`config.mk`:
```
export PLATFORM = sky130hd
export DESIGN_NAME = cell_storage_elements
export DESIGN_NICKNAME = d
export VERILOG_FILES = /design/src/cell_storage_elements.v
export VERILOG_INCLUDE_DIRS = /design/src /design/src/src
export SDC_FILE = /design/constraint.sdc
export NUM_CORES = 1
export LEC_CHECK = 0
export BUFFER_PORTS_ARGS = -buffer_cell sky130_fd_sc_hd__buf_2
export CAP_MARGIN = 20
export CORE_MARGIN = 5
export CORE_UTILIZATION = 40
export DETAILED_ROUTE_END_ITERATION = 8
export HOLD_SLACK_MARGIN = 0.05
export SETUP_SLACK_MARGIN = 0.5
export SKIP_CTS_REPAIR_TIMING = 1
export SLEW_MARGIN = 20
export SYNTH_ARGS = -nofsm -noshare
export SYNTH_HDL_FRONTEND = slang
export SYNTH_SLANG_ARGS = --single-unit
```
`constraint.sdc`:
```
create_clock -name clk -period 2.75 [get_ports clk]
set_clock_uncertainty 0.2 [all_clocks]
set_input_delay 0 -clock clk [delete_from_list [all_inputs] [get_ports clk]]
set_output_delay 0 -clock clk [all_outputs]
set_load 0.005 [all_outputs]
```
`src/cell_storage_consts.vh`:
```
// Behaviour
// - elements act as latch or flip-flop, either polarity
// - latch or flip-flop chosen per element
// - one shared clock, one cell-wide clock invert
// - cell-wide pick of table bit or direct bit
// - missing pad path gives constant zero, default
// - edge columns offer side pad inputs, edge rows vertical pad inputs
// - any element output onto any cell output
// - inactive clock enable holds flip-flop at edge
// - clock enable gates flip-flops only, never latches
// - clock enable and set/reset may be inverted
// - local set/reset synchronous or asynchronous, cell-wide
// - synchronous set/reset needs active clock enable on flip-flops only
// - priority option lets set/reset override enable
// - no set/reset asserted: normal latch or flip-flop
// - global init low forces every element, asynchronously
// - per-element bit picks set or reset value
// - front-end mode: set/reset line selects data source
`ifndef CELL_STORAGE_CONSTS_VH
`define CELL_STORAGE_CONSTS_VH

// bus geometry
`define BUS_W          32
`define ADDR_W         4
`define BE_W           4
`define BYTE_W         8

// register byte addresses
`define CELL_CTRL_ADDR 4'h0
`define ELEM_CTRL_ADDR 4'h4
`define OUT_SEL_ADDR   4'h8
`define STATUS_ADDR    4'hC

// register widths and reset values
`define CC_W           7
`define EC_W           16
`define OS_W           10
`define CELL_CTRL_RST  7'h00
`define ELEM_CTRL_RST  16'h5500
`define OUT_SEL_RST    10'h0E4

// cell control fields
`define CC_CLK_INV     0
`define CC_FE_DIRECT   1
`define CC_CE_INV      2
`define CC_SR_INV      3
`define CC_MODE_LO     4
`define CC_MODE_HI     5
`define CC_PRIO        6

// set/reset modes
`define MODE_SYNC      2'h0
`define MODE_ASYNC     2'h1
`define MODE_FES       2'h2

// element control fields
`define EC_FF_LO       0
`define EC_SET_LO      4
`define EC_SRC_LO      8
`define SRC_W          2

// per-element data sources
`define SRC_FRONT      2'h0
`define SRC_ZERO       2'h1
`define SRC_SIDE       2'h2
`define SRC_VERT       2'h3

// element and output counts
`define ELEM_N         4
`define OUT_N          5
`define OSEL_W         2
`define SYNC_W         20
`define EDGE_RINGS     2

// status fields
`define ST_Q_LO        0
`define ST_SIDE_OK     4
`define ST_VERT_OK     5
`define ST_CLK_LVL     6

`endif

```
`src/cell_storage_elements.v`:
```
`timescale 1ns/1ps
`default_nettype none
`include "cell_storage_consts.vh"

// four storage elements of one logic cell, options set over the bus
module cell_storage_elements #(
  parameter integer ARRAY_COLS = 10,      // columns of cells in the array
  parameter integer ARRAY_ROWS = 10,      // rows of cells in the array
  parameter integer CELL_COL   = 0,       // column of this cell
  parameter integer CELL_ROW   = 0        // row of this cell
) (
  input  wire                 clk,
  input  wire                 rstn,
  input  wire [`ADDR_W-1:0]   avs_address,
  input  wire                 avs_read,
  input  wire                 avs_write,
  input  wire [`BUS_W-1:0]    avs_writedata,
  input  wire [`BE_W-1:0]     avs_byteenable,
  output reg  [`BUS_W-1:0]    avs_readdata,
  output reg                  avs_waitrequest,
  input  wire [`ELEM_N-1:0]   quarter_table,
  input  wire [`ELEM_N-1:0]   direct_data_in,
  input  wire [`ELEM_N-1:0]   side_pad_in,
  input  wire [`ELEM_N-1:0]   vert_pad_in,
  input  wire                 cell_clock,
  input  wire                 clock_enable,
  input  wire                 local_set_reset,
  input  wire                 global_init_low,
  output reg  [`ELEM_N-1:0]   storage_q,
  output reg  [`OUT_N-1:0]    cell_out
);

  // configuration registers
  // all three are written only by the bus process
  reg  [`CC_W-1:0]    cell_ctrl_reg;      // cell-wide options
  reg  [`EC_W-1:0]    elem_ctrl_reg;      // per-element options
  reg  [`OS_W-1:0]    out_sel_reg;        // output routing

  // two-stage synchronisers for all fabric inputs
  reg  [`SYNC_W-1:0]  sync1_reg;          // first stage, read only by second
  reg  [`SYNC_W-1:0]  sync2_reg;          // second stage, safe to use
  reg                 clk_lvl_prev_reg;   // last effective cell clock level

  // synchronised views
  // split back out of the second synchroniser stage
  wire [`ELEM_N-1:0]  tbl_s;
  wire [`ELEM_N-1:0]  dir_s;
  wire [`ELEM_N-1:0]  side_s;
  wire [`ELEM_N-1:0]  vert_s;
  wire                cclk_s;
  wire                ce_s;
  wire                sr_s;
  wire                ginit_s;

  // decoded control
  // derived every cycle from synchronised inputs and config
  wire                clk_lvl;            // effective clock level
  wire                clk_edge;           // effective rising edge
  wire                ce_act;             // clock enable, polarity applied
  wire                sr_act;             // local set/reset, polarity applied
  wire                glob_act;           // global init asserted
  wire [1:0]          sr_mode;            // sync, async or front-end select
  wire                prio;               // set/reset beats clock enable
  wire                fe_direct;          // front end takes direct bits
  wire                side_ok;            // side pad path exists here
  wire                vert_ok;            // vertical pad path exists here
  wire [`ELEM_N-1:0]  q_next;             // per-element next state
  reg  [`OUT_N-1:0]   out_next;           // routed outputs
  reg  [`BUS_W-1:0]   rd_word;            // read mux
  wire [`BUS_W-1:0]   be_mask;            // byte enable mask
  // merged write words, cut to register width on the write
  wire [`BUS_W-1:0]   cc_merged;          // cell control after lane merge
  wire [`BUS_W-1:0]   ec_merged;          // element control after lane merge
  wire [`BUS_W-1:0]   os_merged;          // output select after lane merge

  assign {ginit_s, sr_s, ce_s, cclk_s, vert_s, side_s, dir_s, tbl_s} = sync2_reg;

  // every input crosses two flops; the cell clock is only ever sampled
  // the cell clock is treated as data: each of its phases
  // must last at least one system clock or an edge is lost
  // resetting to zero makes global init look asserted briefly
  always @(posedge clk or negedge rstn) begin
    if (!rstn) begin
      sync1_reg <= {`SYNC_W{1'b0}};
      sync2_reg <= {`SYNC_W{1'b0}};
    end else begin
      // all fabric inputs share one synchroniser word
      sync1_reg <= {global_init_low, local_set_reset, clock_enable, cell_clock,
                    vert_pad_in, side_pad_in, direct_data_in, quarter_table};
      sync2_reg <= sync1_reg;
    end
  end

  // shared clock with one cell-wide invert
  assign clk_lvl = cclk_s ^ cell_ctrl_reg[`CC_CLK_INV];
  assign clk_edge = clk_lvl & ~clk_lvl_prev_reg;

  // previous level for edge detection
  // reset level zero matches the idle cell clock with invert off,
  // so the release of reset gives no false edge
  always @(posedge clk or negedge rstn) begin
    if (!rstn) begin
      clk_lvl_prev_reg <= 1'b0;
    end else begin
      clk_lvl_prev_reg <= clk_lvl;
    end
  end

  // polarity of enable and set/reset
  // each inversion is a plain xor; the raw synchronised
  // level is never used past this point
  assign ce_act = ce_s ^ cell_ctrl_reg[`CC_CE_INV];
  assign sr_act = sr_s ^ cell_ctrl_reg[`CC_SR_INV];
  assign glob_act = ~ginit_s;
  assign sr_mode = cell_ctrl_reg[`CC_MODE_HI:`CC_MODE_LO];
  assign prio = cell_ctrl_reg[`CC_PRIO];

  // front-end select: set/reset line steers data, else the static option
  // in that mode the set/reset line never forces a value;
  // it only steers table or direct bits
  assign fe_direct = (sr_mode == `MODE_FES) ? sr_act
                                            : cell_ctrl_reg[`CC_FE_DIRECT];

  // pad paths exist only in the outer two rings
  // corner cells sit in both rings and get both paths;
  // interior cells read zero from either pad source
  assign side_ok = (CELL_COL < `EDGE_RINGS) ||
                   (CELL_COL >= ARRAY_COLS - `EDGE_RINGS);
  assign vert_ok = (CELL_ROW < `EDGE_RINGS) ||
                   (CELL_ROW >= ARRAY_ROWS - `EDGE_RINGS);

  // one slice per storage element
  // each slice holds its select, its storage rule and its next state
  genvar i;
  generate
    for (i = 0; i < `ELEM_N; i = i + 1) begin : elem
      wire [`SRC_W-1:0] src;              // data source of this element
      wire              is_ff;            // flip-flop, else latch
      wire              set_val;          // value forced by set/reset
      reg               d;                // selected data
      reg               qn;               // next state

      // fields of this element in the element control word
      assign src = elem_ctrl_reg[`EC_SRC_LO + `SRC_W*i +: `SRC_W];
      assign is_ff = elem_ctrl_reg[`EC_FF_LO + i];
      assign set_val = elem_ctrl_reg[`EC_SET_LO + i];

      // data select; an absent pad path reads as zero
      // the zero source and any unplaced pad route give zero,
      // so nothing floating can leak into an element
      always @* begin
        case (src)
          `SRC_FRONT: d = fe_direct ? dir_s[i] : tbl_s[i];
          `SRC_SIDE:  d = side_ok & side_s[i];
          `SRC_VERT:  d = vert_ok & vert_s[i];
          default:    d = 1'b0;
        endcase
      end

      // storage behaviour, highest priority first
      always @* begin
        // hold is the default: qn starts at the present state
        qn = storage_q[i];
        if (glob_act) begin
          // global init outranks every other control
          qn = set_val;
        end else if (sr_mode == `MODE_ASYNC && sr_act) begin
          // asynchronous local set/reset forces while asserted
          qn = set_val;
        end else if (is_ff) begin
          // flip-flop acts only on an effective rising edge
          if (clk_edge) begin
            // sync set/reset gated by enable unless priority is on
            if (sr_mode == `MODE_SYNC && sr_act && (ce_act || prio)) begin
              qn = set_val;
            end else if (ce_act) begin
              qn = d;
            end
          end
        end else if (clk_lvl) begin
          // latch is transparent while the level holds; enable ignored
          if (sr_mode == `MODE_SYNC && sr_act) begin
            qn = set_val;
          end else begin
            qn = d;
          end
        end
      end

      // collected for the routing mux and the state register
      assign q_next[i] = qn;
    end
  endgenerate

  // element state register; async modes act on the next system edge
  // a limitation: forcing is seen on the third system clock edge,
  // since every control here is a sampled copy of its pin;
  // the trade buys one clock domain and no reset glitches
  always @(posedge clk or negedge rstn) begin
    if (!rstn) begin
      storage_q <= {`ELEM_N{1'b0}};
    end else begin
      storage_q <= q_next;
    end
  end

  // output routing mux
  // routes q_next rather than storage_q so that cell_out
  // changes on the same edge as the state it shows
  integer j;
  always @* begin
    out_next = {`OUT_N{1'b0}};
    for (j = 0; j < `OUT_N; j = j + 1) begin
      out_next[j] = q_next[out_sel_reg[j*`OSEL_W +: `OSEL_W]];
    end
  end

  // registered outputs, aligned with storage_q
  // cell_out stays a flop output, never the mux itself
  always @(posedge clk or negedge rstn) begin
    if (!rstn) begin
      cell_out <= {`OUT_N{1'b0}};
    end else begin
      cell_out <= out_next;
    end
  end

  // byte lane mask from enables
  // a lane left disabled keeps its old register bits
  assign be_mask = {{`BYTE_W{avs_byteenable[3]}}, {`BYTE_W{avs_byteenable[2]}},
                    {`BYTE_W{avs_byteenable[1]}}, {`BYTE_W{avs_byteenable[0]}}};

  // read mux; unmapped addresses read zero
  // status is read-only and shows live state; it is
  // captured in the request cycle, not the answer cycle
  always @* begin
    rd_word = {`BUS_W{1'b0}};
    case (avs_address)
      `CELL_CTRL_ADDR: rd_word[`CC_W-1:0] = cell_ctrl_reg;
      `ELEM_CTRL_ADDR: rd_word[`EC_W-1:0] = elem_ctrl_reg;
      `OUT_SEL_ADDR:   rd_word[`OS_W-1:0] = out_sel_reg;
      `STATUS_ADDR: begin
        rd_word[`ST_Q_LO +: `ELEM_N] = storage_q;
        rd_word[`ST_SIDE_OK] = side_ok;
        rd_word[`ST_VERT_OK] = vert_ok;
        rd_word[`ST_CLK_LVL] = clk_lvl;
      end
      default: rd_word = {`BUS_W{1'b0}};
    endcase
  end

  // merge write data under byte enables
  // bits outside the enabled lanes keep their old value
  function [`BUS_W-1:0] merge;
    input [`BUS_W-1:0] old;
    input [`BUS_W-1:0] wd;
    input [`BUS_W-1:0] m;
    begin
      merge = (old & ~m) | (wd & m);
    end
  endfunction

  // full-width merged words; the write keeps only the low bits
  assign cc_merged = merge({{(`BUS_W-`CC_W){1'b0}}, cell_ctrl_reg}, avs_writedata, be_mask);
  assign ec_merged = merge({{(`BUS_W-`EC_W){1'b0}}, elem_ctrl_reg}, avs_writedata, be_mask);
  assign os_merged = merge({{(`BUS_W-`OS_W){1'b0}}, out_sel_reg}, avs_writedata, be_mask);

  // avalon slave: one wait cycle, then answer; write lands on the answer edge
  // waitrequest idles high, so every access stalls one cycle;
  // this costs a cycle per access but keeps readdata registered
  always @(posedge clk or negedge rstn) begin
    if (!rstn) begin
      // bus idles stalled, registers at their reset values
      avs_waitrequest <= 1'b1;
      avs_readdata    <= {`BUS_W{1'b0}};
      cell_ctrl_reg   <= `CELL_CTRL_RST;
      elem_ctrl_reg   <= `ELEM_CTRL_RST;
      out_sel_reg     <= `OUT_SEL_RST;
    end else if (!avs_waitrequest) begin
      // answer cycle: release, apply any write
      // one outstanding request only; the master holds it until here
      avs_waitrequest <= 1'b1;
      if (avs_write) begin
        // only the implemented low bits of each word are stored
        case (avs_address)
          `CELL_CTRL_ADDR: cell_ctrl_reg <= cc_merged[`CC_W-1:0];
          `ELEM_CTRL_ADDR: elem_ctrl_reg <= ec_merged[`EC_W-1:0];
          `OUT_SEL_ADDR:   out_sel_reg   <= os_merged[`OS_W-1:0];
          // status and unmapped addresses ignore writes
          default: ;
        endcase
      end
    end else if (avs_read || avs_write) begin
      // request seen: capture read word, drop waitrequest next cycle
      // readdata then stands until the next request is captured
      avs_waitrequest <= 1'b0;
      avs_readdata    <= avs_read ? rd_word : {`BUS_W{1'b0}};
    end
  end

endmodule
`default_nettype wire

```
==> results of run 1 <==
-- power by group through the flow --
stage / clock (mW) / combinational [mW] / sequential (mW)
CTS: 0.957 / 0.748 / 1.81
finish: 0.929 / 0.887 / 1.82
global route: 1.01 / 0.957 / 1.84
global placement: 0 / 0.741 / 1.83
detailed placement: 0 / 0.747 / 1.84
floorplan: 0 / 0.482 / 1.79
-- cell usage after synthesis (all sizes together), types with 3 or more instances --
cell type / instances
clkbuf: 3
nand4: 3
o21ai: 7
nor2b: 3
o21a: 3
or3: 3
dfstp: 9
nand2b: 3
a32oi: 5
dfrtp: 91
a21oi: 5
o211ai: 7
xnor2: 3
nand2: 12
a22o: 13
nand3b: 3
nor2: 12
o22ai: 7
mux2: 37
mux2i: 14
mux4: 5
nor3: 4
inv: 9
a222oi: 3
buf: 18
-- metal layers --
layer / routed length (um) / vias to the layer above
met4: 136 / 0
met3: 570 / 11
li1: - / 1391
met5: 0 / -
met2: 5020 / 96
met1: 4550 / 1521
-- final timing paths --
check / end / cells after the start / startpoint / slack [ns]
max: cell_out[4] / 7 / sync2_reg[16] / 0.27
min: sync1_reg[9] / 2 / side_pad_in[1] / 0.05
max reg2reg: cell_out[4] / 7 / sync2_reg[16] / 0.27
min reg2reg: sync2_reg[4] / 0 / sync1_reg[4] / 0.16
max in group asynchronous: async pin / 4 / rstn / 1.32
min in group asynchronous: async pin / 3 / rstn / 0.41
-- area by class of cell --
class | count | area [um2] | share of cell area [%]
well taps | 136 | 170 | 3.01
clock buffers | 9 | 124 | 2.19
repair buffers | 133 | 972 | 17.2
clock inverters | 7 | 77.6 | 1.37
flip-flops and latches | 100 | 2520 | 44.5
inverters | 9 | 36.3 | 0.641
multi-input cells | 191 | 1760 | 31.1
-- cell families (layout without fill, tap and decap cells) --
kind of cell              Yosys count  in the layout  share of synthesized area (%)
xor gates and xnor gates            5              5                           1.64
DFF                               100            100                           59.0
muxes                              56             56                           16.1
and+or+nand+nor                    49             49                           5.90
AOI/OAI and AO/OA                  65             65                           13.2
other                               1             16                         0.0880
buffers and inverters              30            158                           4.05
==> impl_metrics.prom, run 1 <==
# TYPE chip_impl_metric gauge
chip_impl_info{name="run_status",value="completed"} 1
chip_impl_info{name="cts_tree",value="done"} 1
chip_impl_metric{name="grtUsageMet3",unit="%"} 3.48
chip_impl_metric{name="finalMaxSlewViolations",unit=""} 0
chip_impl_metric{name="worst_skew_pair.late_latency",unit="ns"} 0.38
chip_impl_metric{name="final_core_utilization",unit="%"} 54.5
chip_impl_metric{name="worst_hold_slack",unit="ns"} 0.0492
chip_impl_metric{name="synth_enable_flop_cells",unit=""} 0
chip_impl_metric{name="timing.final.hold_violations",unit=""} 0
chip_impl_metric{name="synthesized_cell_area",unit="um2"} 4260
chip_impl_metric{name="dr.first_iter.drc_count",unit=""} 153
chip_impl_metric{name="grt_util_all_layers",unit="%"} 15.7
chip_impl_metric{name="seq_area_frac_synth",unit="%"} 59.0
chip_impl_metric{name="arrival",unit="ns"} 2.53
chip_impl_metric{name="cts_buffers",unit=""} 9
chip_impl_info{name="synth_largest_area_cell",value="dfrtp_1"} 1
chip_impl_metric{name="placement.cell_area",unit="um2"} 4810
chip_impl_metric{name="grt_pass1_wl",unit="um"} 15400
chip_impl_info{name="root_buffer",value="clkbuf_8"} 1
chip_impl_metric{name="detailed_place_hpwl",unit="um"} 7300
chip_impl_metric{name="worst_ir_drop_vdd",unit="mV"} 0.263
chip_impl_info{name="layout.cells.most_common_list",value="dfrtp_1, buf_2, dlygate4sd3_1"} 1
chip_impl_metric{name="switching_power",unit="mW"} 1.17
chip_impl_metric{name="count_of_unique_library_cells_instantiated_by_yosys",unit=""} 56
chip_impl_metric{name="number_of_buffer_and_inverter_stages_on_the_critical_path",unit=""} 1
chip_impl_metric{name="synth_async_sr_flop_share",unit="%"} 100
chip_impl_metric{name="setup_tns",unit="ns"} 0
chip_impl_metric{name="total_power",unit="mW"} 3.63
chip_impl_info{name="critical_path.endpoint_type",value="flip-flop"} 1
chip_impl_metric{name="slew_headroom",unit="%"} 48.3
chip_impl_metric{name="setup_violations",unit=""} 0
chip_impl_info{name="global_route.peak_usage_layer",value="met2"} 1
chip_impl_metric{name="starting_utilization_of_the_core_area",unit="%"} 41.1
chip_impl_metric{name="die_x",unit="um"} 113
chip_impl_info{name="rsz0062_at_grt",value="true"} 1
chip_impl_metric{name="power.share.switching",unit="%"} 32.2
chip_impl_metric{name="firstDrtPassIters",unit=""} 6
chip_impl_metric{name="dieArea",unit="um2"} 12800
chip_impl_metric{name="place_inst",unit=""} 514
chip_impl_info{name="synth.area.top_cells",value="dfrtp_1, mux2_2, dfstp_2"} 1
chip_impl_metric{name="layout.cell_area.non_filler",unit="um2"} 5660
chip_impl_metric{name="first_global_vias",unit=""} 2844
chip_impl_metric{name="gp_routability_congestion",unit=""} 0.894
chip_impl_metric{name="cp_max_fanout",unit=""} 6
chip_impl_metric{name="clkTransAtPathRegs",unit="ns"} 0.11
chip_impl_metric{name="post_synth.cell_area_avg",unit="um2"} 13.9
chip_impl_metric{name="rows",unit=""} 37
chip_impl_metric{name="internal-power",unit="mW"} 2.46
chip_impl_info{name="chain_of_cells_forming_the_critical_path",value="xnor2_4 -> buf_4 -> nor2_2 -> o21a_1 -> a21oi_1 -> o22ai_4 -> mux4_2"} 1
chip_impl_info{name="hp-class",value="in2reg"} 1
chip_impl_metric{name="drv_cap",unit=""} 0
chip_impl_metric{name="power_density",unit="nW/um2"} 642
chip_impl_metric{name="crit_required",unit="ns"} 2.80
chip_impl_metric{name="dr_total_vias",unit=""} 3019
chip_impl_info{name="library_cell_contributing_the_largest_single_delay_on_the_critical_path",value="mux4_2"} 1
chip_impl_metric{name="power.share.clock",unit="%"} 25.6
chip_impl_metric{name="worst_slew_pin_slew",unit="ns"} 0.770
chip_impl_metric{name="yosysWarnings",unit=""} 0
chip_impl_metric{name="antenna_left",unit=""} 0
chip_impl_metric{name="fmax",unit="MHz"} 403
chip_impl_info{name="setup.worst_path.start_class",value="flip-flop"} 1
chip_impl_metric{name="io_pins",unit=""} 106
chip_impl_metric{name="power_leakage",unit="nW"} 2.60
chip_impl_metric{name="maximum_number_of_pins_on_one_net_before_global_route_repair",unit=""} 56
chip_impl_metric{name="layout-drive-gt1-share",unit="%"} 41.6
chip_impl_metric{name="post-place-ws",unit="ns"} 0.195
chip_impl_metric{name="final.setup.worst_slack",unit="ns"} 0.268
chip_impl_metric{name="grt-ovfl-total",unit=""} 0
chip_impl_metric{name="overall_routed_net_length",unit="um"} 10300
chip_impl_metric{name="power.share.combinational",unit="%"} 24.4
chip_impl_metric{name="synth_top_area_share",unit="%"} 53.4
chip_impl_metric{name="route.detailed.wl_per_inst",unit="um"} 17.6
chip_impl_metric{name="flop_and_latch_count_out_of_synthesis",unit=""} 100
chip_impl_metric{name="io_buffer_count",unit=""} 71
chip_impl_info{name="most_common_cell_after_layout_fill_and_taps_aside",value="dfrtp_1"} 1
chip_impl_metric{name="vias_per_cell",unit=""} 5.16
chip_impl_info{name="ys.flop_type",value="dfrtp_1"} 1
chip_impl_metric{name="flow.area_growth_from_synthesis",unit="%"} 32.7
chip_impl_metric{name="post_synth_inst_count",unit=""} 306
chip_impl_metric{name="timing.critical_path.slowest_cell_delay",unit="ns"} 0.48
chip_impl_metric{name="area_of_the_core_region",unit="um2"} 10400
chip_impl_metric{name="clock_tree.buffer_depth",unit=""} 2
chip_impl_metric{name="height_of_the_die",unit="um"} 113
chip_impl_metric{name="clock_sinks",unit=""} 100
chip_impl_metric{name="drc_errors",unit=""} 0
chip_impl_metric{name="initial_antenna_violation_count",unit=""} 0
chip_impl_metric{name="grtUsageMet2",unit="%"} 24.2
chip_impl_info{name="cp_top_family",value="compound AO/OA/AOI/OAI gates"} 1
chip_impl_metric{name="finalCriticalPeriod",unit="ns"} 2.48
chip_impl_metric{name="power_frac_seq",unit="%"} 50.0
chip_impl_metric{name="final_net_count",unit=""} 508
chip_impl_metric{name="fill_cells",unit=""} 891
chip_impl_metric{name="finalCritPeriodShare",unit="%"} 90.2
chip_impl_metric{name="cts-htree-levels",unit=""} 3
chip_impl_metric{name="antenna_cells_inserted",unit=""} 0
chip_impl_metric{name="post_layout_nonfiller_instances",unit=""} 585
chip_impl_metric{name="groute.layer.met1.usage",unit="%"} 22.0
chip_impl_info{name="worstSetupPathType",value="reg2reg"} 1
Power figures use the tool's default switching activity.
==> run 2, diff against run 1 <==
- CORE_UTILIZATION: 40 -> 50
- PLACE_DENSITY: default -> 0.76
- REMOVE_ABC_BUFFERS: default -> 1
==> run 2 against run 1 <==
The flow now finishes with violations (negative hold slack); sequential power barely moved; first-iteration DRC count rose by 56%; global-route usage rose by 3.3 points; clock power rose by 1%; combinational power barely moved; fmax fell by 1.8%; largest cell class unchanged; highest routed layer unchanged.
==> impl_metrics.prom, run 2 (same netlist as run 1, synthesis figures left out) <==
# TYPE chip_impl_metric gauge
chip_impl_metric{name="timing.final.hold_violations",unit=""} 6
chip_impl_metric{name="die_x",unit="um"} 102
chip_impl_metric{name="vias_per_cell",unit=""} 5.51
chip_impl_metric{name="worst_ir_drop_vdd",unit="mV"} 0.353
chip_impl_info{name="root_buffer",value="clkbuf_8"} 1
chip_impl_metric{name="fmax",unit="MHz"} 395
chip_impl_metric{name="io_pins",unit=""} 106
chip_impl_metric{name="final_net_count",unit=""} 510
chip_impl_info{name="setup.worst_path.start_class",value="flip-flop"} 1
chip_impl_metric{name="arrival",unit="ns"} 2.58
chip_impl_metric{name="worst_skew_pair.late_latency",unit="ns"} 0.38
chip_impl_metric{name="cts-htree-levels",unit=""} 3
chip_impl_metric{name="gp_routability_congestion",unit=""} 0.877
chip_impl_metric{name="layout-drive-gt1-share",unit="%"} 41.5
chip_impl_info{name="cts_tree",value="done"} 1
chip_impl_metric{name="drv_cap",unit=""} 0
chip_impl_metric{name="starting_utilization_of_the_core_area",unit="%"} 51.6
chip_impl_metric{name="io_buffer_count",unit=""} 71
chip_impl_metric{name="route.detailed.wl_per_inst",unit="um"} 18.5
chip_impl_metric{name="overall_routed_net_length",unit="um"} 10300
chip_impl_metric{name="slew_headroom",unit="%"} 46.7
chip_impl_metric{name="reg2reg_slack",unit="ns"} 0.22
chip_impl_info{name="rsz0062_at_grt",value="true"} 1
chip_impl_info{name="most_common_cell_after_layout_fill_and_taps_aside",value="dfrtp_1"} 1
chip_impl_metric{name="height_of_the_die",unit="um"} 102
chip_impl_info{name="hp-class",value="in2reg"} 1
chip_impl_info{name="cp_top_family",value="compound AO/OA/AOI/OAI gates"} 1
chip_impl_metric{name="dr_total_vias",unit=""} 3061
chip_impl_metric{name="cts_buffers",unit=""} 9
chip_impl_metric{name="reg2reg_depth",unit=""} 6
chip_impl_info{name="violations",value="negative hold slack"} 1
chip_impl_metric{name="clock_sinks",unit=""} 100
chip_impl_metric{name="cp_max_fanout",unit=""} 7
chip_impl_metric{name="timing.critical_path.slowest_cell_delay",unit="ns"} 0.49
chip_impl_info{name="critical_path.endpoint_type",value="flip-flop"} 1
chip_impl_metric{name="antenna_cells_inserted",unit=""} 0
chip_impl_metric{name="antenna_left",unit=""} 0
chip_impl_metric{name="grt_pass1_wl",unit="um"} 14900
chip_impl_metric{name="maximum_number_of_pins_on_one_net_before_global_route_repair",unit=""} 55
chip_impl_metric{name="grt-ovfl-total",unit=""} 0
chip_impl_metric{name="power_leakage",unit="nW"} 2.59
chip_impl_metric{name="dieArea",unit="um2"} 10500
chip_impl_metric{name="timing.critical_path.depth",unit=""} 6
chip_impl_metric{name="finalCritPeriodShare",unit="%"} 91.9
chip_impl_metric{name="clkTransAtPathRegs",unit="ns"} 0.10
chip_impl_metric{name="power_density",unit="nW/um2"} 651
chip_impl_metric{name="post_layout_nonfiller_instances",unit=""} 556
chip_impl_metric{name="final.setup.worst_slack",unit="ns"} 0.221
chip_impl_metric{name="dr.first_iter.drc_count",unit=""} 238
chip_impl_metric{name="drc_errors",unit=""} 0
chip_impl_info{name="worstSetupPathType",value="reg2reg"} 1
chip_impl_metric{name="rows",unit=""} 33
chip_impl_metric{name="worstHoldPathCells",unit=""} 5
chip_impl_metric{name="clock_tree.buffer_depth",unit=""} 2
chip_impl_metric{name="finalCriticalPeriod",unit="ns"} 2.53
chip_impl_metric{name="flow.area_growth_from_synthesis",unit="%"} 31.7
chip_impl_info{name="chain_of_cells_forming_the_critical_path",value="xor2_4 -> a2111oi_4 -> a2111oi_1 -> a32oi_1 -> o21ai_2 -> mux4_2"} 1
chip_impl_metric{name="place_inst",unit=""} 481
chip_impl_info{name="run_status",value="finished, violations left"} 1
chip_impl_metric{name="post-place-ws",unit="ns"} 0.0777
chip_impl_metric{name="number_of_buffer_and_inverter_stages_on_the_critical_path",unit=""} 0
chip_impl_metric{name="area_of_the_core_region",unit="um2"} 8260
chip_impl_info{name="layout.cells.most_common_list",value="dfrtp_1, buf_2, dlygate4sd3_1"} 1
chip_impl_metric{name="worst_slew_pin_slew",unit="ns"} 0.793
chip_impl_metric{name="worst_hold_slack",unit="ns"} -0.0264
chip_impl_metric{name="grt_util_all_layers",unit="%"} 19.0
chip_impl_metric{name="crit_required",unit="ns"} 2.80
chip_impl_metric{name="fill_cells",unit=""} 617
chip_impl_metric{name="first_global_vias",unit=""} 2813
chip_impl_info{name="library_cell_contributing_the_largest_single_delay_on_the_critical_path",value="mux4_2"} 1
chip_impl_metric{name="setup_tns",unit="ns"} 0
chip_impl_metric{name="initial_antenna_violation_count",unit=""} 0
chip_impl_metric{name="setup_violations",unit=""} 0
chip_impl_metric{name="finalMaxSlewViolations",unit=""} 0
chip_impl_metric{name="firstDrtPassIters",unit=""} 4
chip_impl_metric{name="detailed_place_hpwl",unit="um"} 6880
==> run 2: report_power, final <==
part	internal, mW	switching (mW)	total [mW]
Combinational	0.454	0.436	0.890
Clock	0.382	0.560	0.942
Sequential	1.65	0.174	1.82
==> run 2: stage by stage <==
| stage | power, mW | hold slack (ns) | cell area (um2) | utilization [%] |
|---|---|---|---|---|
| 6_report | 3.65 | -0.0264 | 5610 | 68.0 |
| 3_3_place_gp | 2.53 | -0.169 | 4720 | 57.1 |
| 2_1_floorplan | 2.24 | -0.496 | 4180 | - |
| 5_1_grt | 3.83 | 0.0412 | 5610 | 68.0 |
| 3_5_place_dp | 2.55 | -0.153 | 4720 | 57.1 |
| 4_1_cts | 3.48 | -0.562 | 4920 | 59.6 |
==> run 2: worst min-delay path: stages <==
cell and delay (ns):
buf_2 0.09, nand2_1 0.08, nor2_1 0.20, a222oi_1 0.10, inv_1 0.05
==> run 2: layer usage <==
metal / share of wire (%) / up-vias / wire, um / GRT usage (%)
met3: 7.1 / 22 / 728 / 3.75
met1: 41 / 1515 / 4160 / 26.4
met5: 0 / - / 0 / 0
met4: 2.2 / 0 / 223 / 7.87
li1: - / 1393 / - / -
met2: 50 / 131 / 5150 / 29.4
==> run 2: cell type report <==
class	count	area, um2	area share (%)
multi-input cells	192	1760	31.3
inverters	9	33.8	0.602
well taps	105	131	2.34
clock buffers	10	138	2.45
clock inverters	6	65.1	1.16
repair buffers	134	965	17.2
flip-flops and latches	100	2520	44.9
==> run 2: worst paths after layout <==
| check | startpoint | endpoint |
|---|---|---|
| worst max-delay path | sync2_reg[18] | cell_out[1] |
| worst min register to register | sync1_reg[8] | sync2_reg[8] |
| min in group asynchronous | rstn | sync1_reg[13] |
| worst max register to register | sync2_reg[18] | cell_out[1] |
| worst min-delay path | avs_read | avs_readdata[8] |
| max in group asynchronous | rstn | async pin |
==> run 3, diff against run 2 <==
- CORE_UTILIZATION: 50 -> 53
- PLACE_DENSITY: 0.76 -> 0.79
- RECOVER_POWER: default -> 50
==> run 3 against run 2 <==
The flow now finishes without violations; non-clock buffer count shrank 6; die area is 5.1% lower; worst setup slack better by 0.057 ns; register-to-register slack better by 0.06 ns; core utilization is 3.4 points higher; via count shrank 1.4%; routed wire length decreased by 4.2%; clock-buffer cell count shrank 1; flip-flop and latch count unchanged; sequential power about the same; clock power is 3.6% higher; global-route usage about the same; critical endpoint unchanged; largest power group unchanged.
==> impl_metrics.prom, run 3 (same netlist as run 1, synthesis figures left out) <==
# TYPE chip_impl_metric gauge
chip_impl_info{name="worstSetupPathType",value="reg2reg"} 1
chip_impl_metric{name="post-place-ws",unit="ns"} 0.0796
chip_impl_metric{name="setup_violations",unit=""} 0
chip_impl_metric{name="worst_ir_drop_vdd",unit="mV"} 0.346
chip_impl_metric{name="power_leakage",unit="nW"} 2.52
chip_impl_metric{name="gp_routability_congestion",unit=""} 0.927
chip_impl_metric{name="place_inst",unit=""} 478
chip_impl_info{name="run_status",value="completed"} 1
chip_impl_metric{name="dr.first_iter.drc_count",unit=""} 237
chip_impl_metric{name="setup_tns",unit="ns"} 0
chip_impl_metric{name="drv_cap",unit=""} 0
chip_impl_metric{name="final_core_utilization",unit="%"} 71.4
chip_impl_metric{name="route.detailed.wl_per_inst",unit="um"} 18.0
chip_impl_metric{name="power_density",unit="nW/um2"} 658
chip_impl_metric{name="clkTransAtPathRegs",unit="ns"} 0.10
chip_impl_metric{name="starting_utilization_of_the_core_area",unit="%"} 54.9
chip_impl_metric{name="antenna_left",unit=""} 0
chip_impl_metric{name="cts-htree-levels",unit=""} 3
chip_impl_metric{name="reg2reg_slack",unit="ns"} 0.28
chip_impl_metric{name="timing.critical_path.slowest_cell_delay",unit="ns"} 0.50
chip_impl_metric{name="m1WireLength",unit="um"} 3870
chip_impl_metric{name="finalCritPeriodShare",unit="%"} 89.9
chip_impl_metric{name="worst_slew_pin_slew",unit="ns"} 1.12
chip_impl_info{name="critical_path.endpoint_type",value="flip-flop"} 1
chip_impl_metric{name="total_power",unit="mW"} 3.65
chip_impl_metric{name="grt-ovfl-total",unit=""} 0
chip_impl_metric{name="placement.cell_area",unit="um2"} 4710
chip_impl_metric{name="io_pins",unit=""} 106
chip_impl_metric{name="area_of_the_core_region",unit="um2"} 7770
chip_impl_info{name="chain_of_cells_forming_the_critical_path",value="buf_4 -> nor2_2 -> o211ai_4 -> nand3b_1 -> a32oi_1 -> o21ai_2 -> mux4_2"} 1
chip_impl_metric{name="finalMaxSlewViolations",unit=""} 0
chip_impl_metric{name="cp_max_fanout",unit=""} 6
chip_impl_metric{name="dr_total_vias",unit=""} 3019
chip_impl_info{name="top_signal_layer_used",value="met4"} 1
chip_impl_metric{name="die_x",unit="um"} 99.7
chip_impl_info{name="rsz0062_at_grt",value="true"} 1
chip_impl_metric{name="post_layout_nonfiller_instances",unit=""} 546
chip_impl_metric{name="initial_antenna_violation_count",unit=""} 0
chip_impl_info{name="launch_instance_of_the_worst_min_delay_path",value="direct_data_in[2]"} 1
chip_impl_metric{name="arrival",unit="ns"} 2.52
chip_impl_metric{name="rows",unit=""} 32
chip_impl_metric{name="final_net_count",unit=""} 503
chip_impl_metric{name="slew_headroom",unit="%"} 25.4
chip_impl_metric{name="wl_met3",unit="um"} 688
chip_impl_metric{name="dieArea",unit="um2"} 9930
chip_impl_info{name="cts_tree",value="done"} 1
chip_impl_metric{name="clock_sinks",unit=""} 100
chip_impl_metric{name="io_buffer_count",unit=""} 71
chip_impl_metric{name="cts_buffers",unit=""} 9
chip_impl_metric{name="clock_tree.buffer_depth",unit=""} 2
chip_impl_info{name="library_cell_contributing_the_largest_single_delay_on_the_critical_path",value="mux4_2"} 1
chip_impl_metric{name="maximum_number_of_pins_on_one_net_before_global_route_repair",unit=""} 55
chip_impl_info{name="root_buffer",value="clkbuf_8"} 1
chip_impl_metric{name="flow.area_growth_from_synthesis",unit="%"} 30.1
chip_impl_metric{name="route.met2.wl",unit="um"} 4910
chip_impl_metric{name="detailed_place_hpwl",unit="um"} 6650
chip_impl_metric{name="grt_pass1_wl",unit="um"} 14700
chip_impl_metric{name="finalCriticalPeriod",unit="ns"} 2.47
chip_impl_metric{name="antenna_cells_inserted",unit=""} 0
chip_impl_metric{name="grt_util_all_layers",unit="%"} 19.0
chip_impl_metric{name="vias_per_cell",unit=""} 5.53
chip_impl_metric{name="height_of_the_die",unit="um"} 99.7
chip_impl_metric{name="worst_hold_slack",unit="ns"} 0.0612
chip_impl_metric{name="drc_errors",unit=""} 0
chip_impl_info{name="hp-class",value="in2reg"} 1
chip_impl_info{name="setup.worst_path.start_class",value="flip-flop"} 1
chip_impl_metric{name="first_global_vias",unit=""} 2860
chip_impl_metric{name="fmax",unit="MHz"} 405
chip_impl_metric{name="timing.final.hold_violations",unit=""} 0
chip_impl_metric{name="firstDrtPassIters",unit=""} 4
chip_impl_metric{name="crit_required",unit="ns"} 2.79
chip_impl_info{name="layout.cells.most_common_list",value="dfrtp_1, buf_2, dlygate4sd3_1"} 1
chip_impl_info{name="most_common_cell_after_layout_fill_and_taps_aside",value="dfrtp_1"} 1
chip_impl_metric{name="layout-drive-gt1-share",unit="%"} 37.6
chip_impl_metric{name="worst_skew_pair.late_latency",unit="ns"} 0.37
chip_impl_metric{name="overall_routed_net_length",unit="um"} 9830
chip_impl_metric{name="layout.cell_area.non_filler",unit="um2"} 5540
chip_impl_metric{name="final.setup.worst_slack",unit="ns"} 0.278
## run 3: changes by cell type in the layout (fill, tap and decap cells not counted), moves of 2 or more
cell,before,now
buf_2,70,58
clkbuf_1,0,12
buf_4,15,8
dfrtp_1,84,86
dfrtp_2,7,5
nor2_2,0,2
## run 3: power by group
group,switching [mW],internal (mW),total [mW]
logic,0.428,0.432,0.861
clock network,0.533,0.444,0.976
registers,0.165,1.65,1.81
total,1.13,2.52,3.65
## run 3: worst paths after layout
path / to / depth (start not counted)
max: cell_out[1] / 7
min: sync1_reg[6] / 2
max reg2reg: cell_out[1] / 7
min reg2reg: sync2_reg[12] / 0
max in group asynchronous: avs_waitrequest / 4
min in group asynchronous: sync1_reg[1] / 3
## run 3: per-layer routing
| layer | track usage, % | vias to the layer above |
|---|---|---|
| met4 | 6.93 | 0 |
| met1 | 25.4 | 1475 |
| met5 | 0 | - |
| met3 | 4.07 | 34 |
| met2 | 30.8 | 133 |
| li1 | - | 1377 |
## run 3: critical path: cells and delay by family, from the launching register on
family / cells / cell delay, ns
AO/OA/AOI/OAI: 3 / 0.55
multiplexers: 1 / 0.50
buffers and inverters: 1 / 0.16
flip-flops: 1 / 0.45
AND/OR/NAND/NOR: 2 / 0.49
## run 3: layout make-up
type,instances,area [um2]
sequential,100,2520
clock buffer,9,124
timing repair buffer,128,912
fill,512,2220
multi-input combinational,191,1730
inverter,9,33.8
clock inverter,7,92.6
tap,102,128
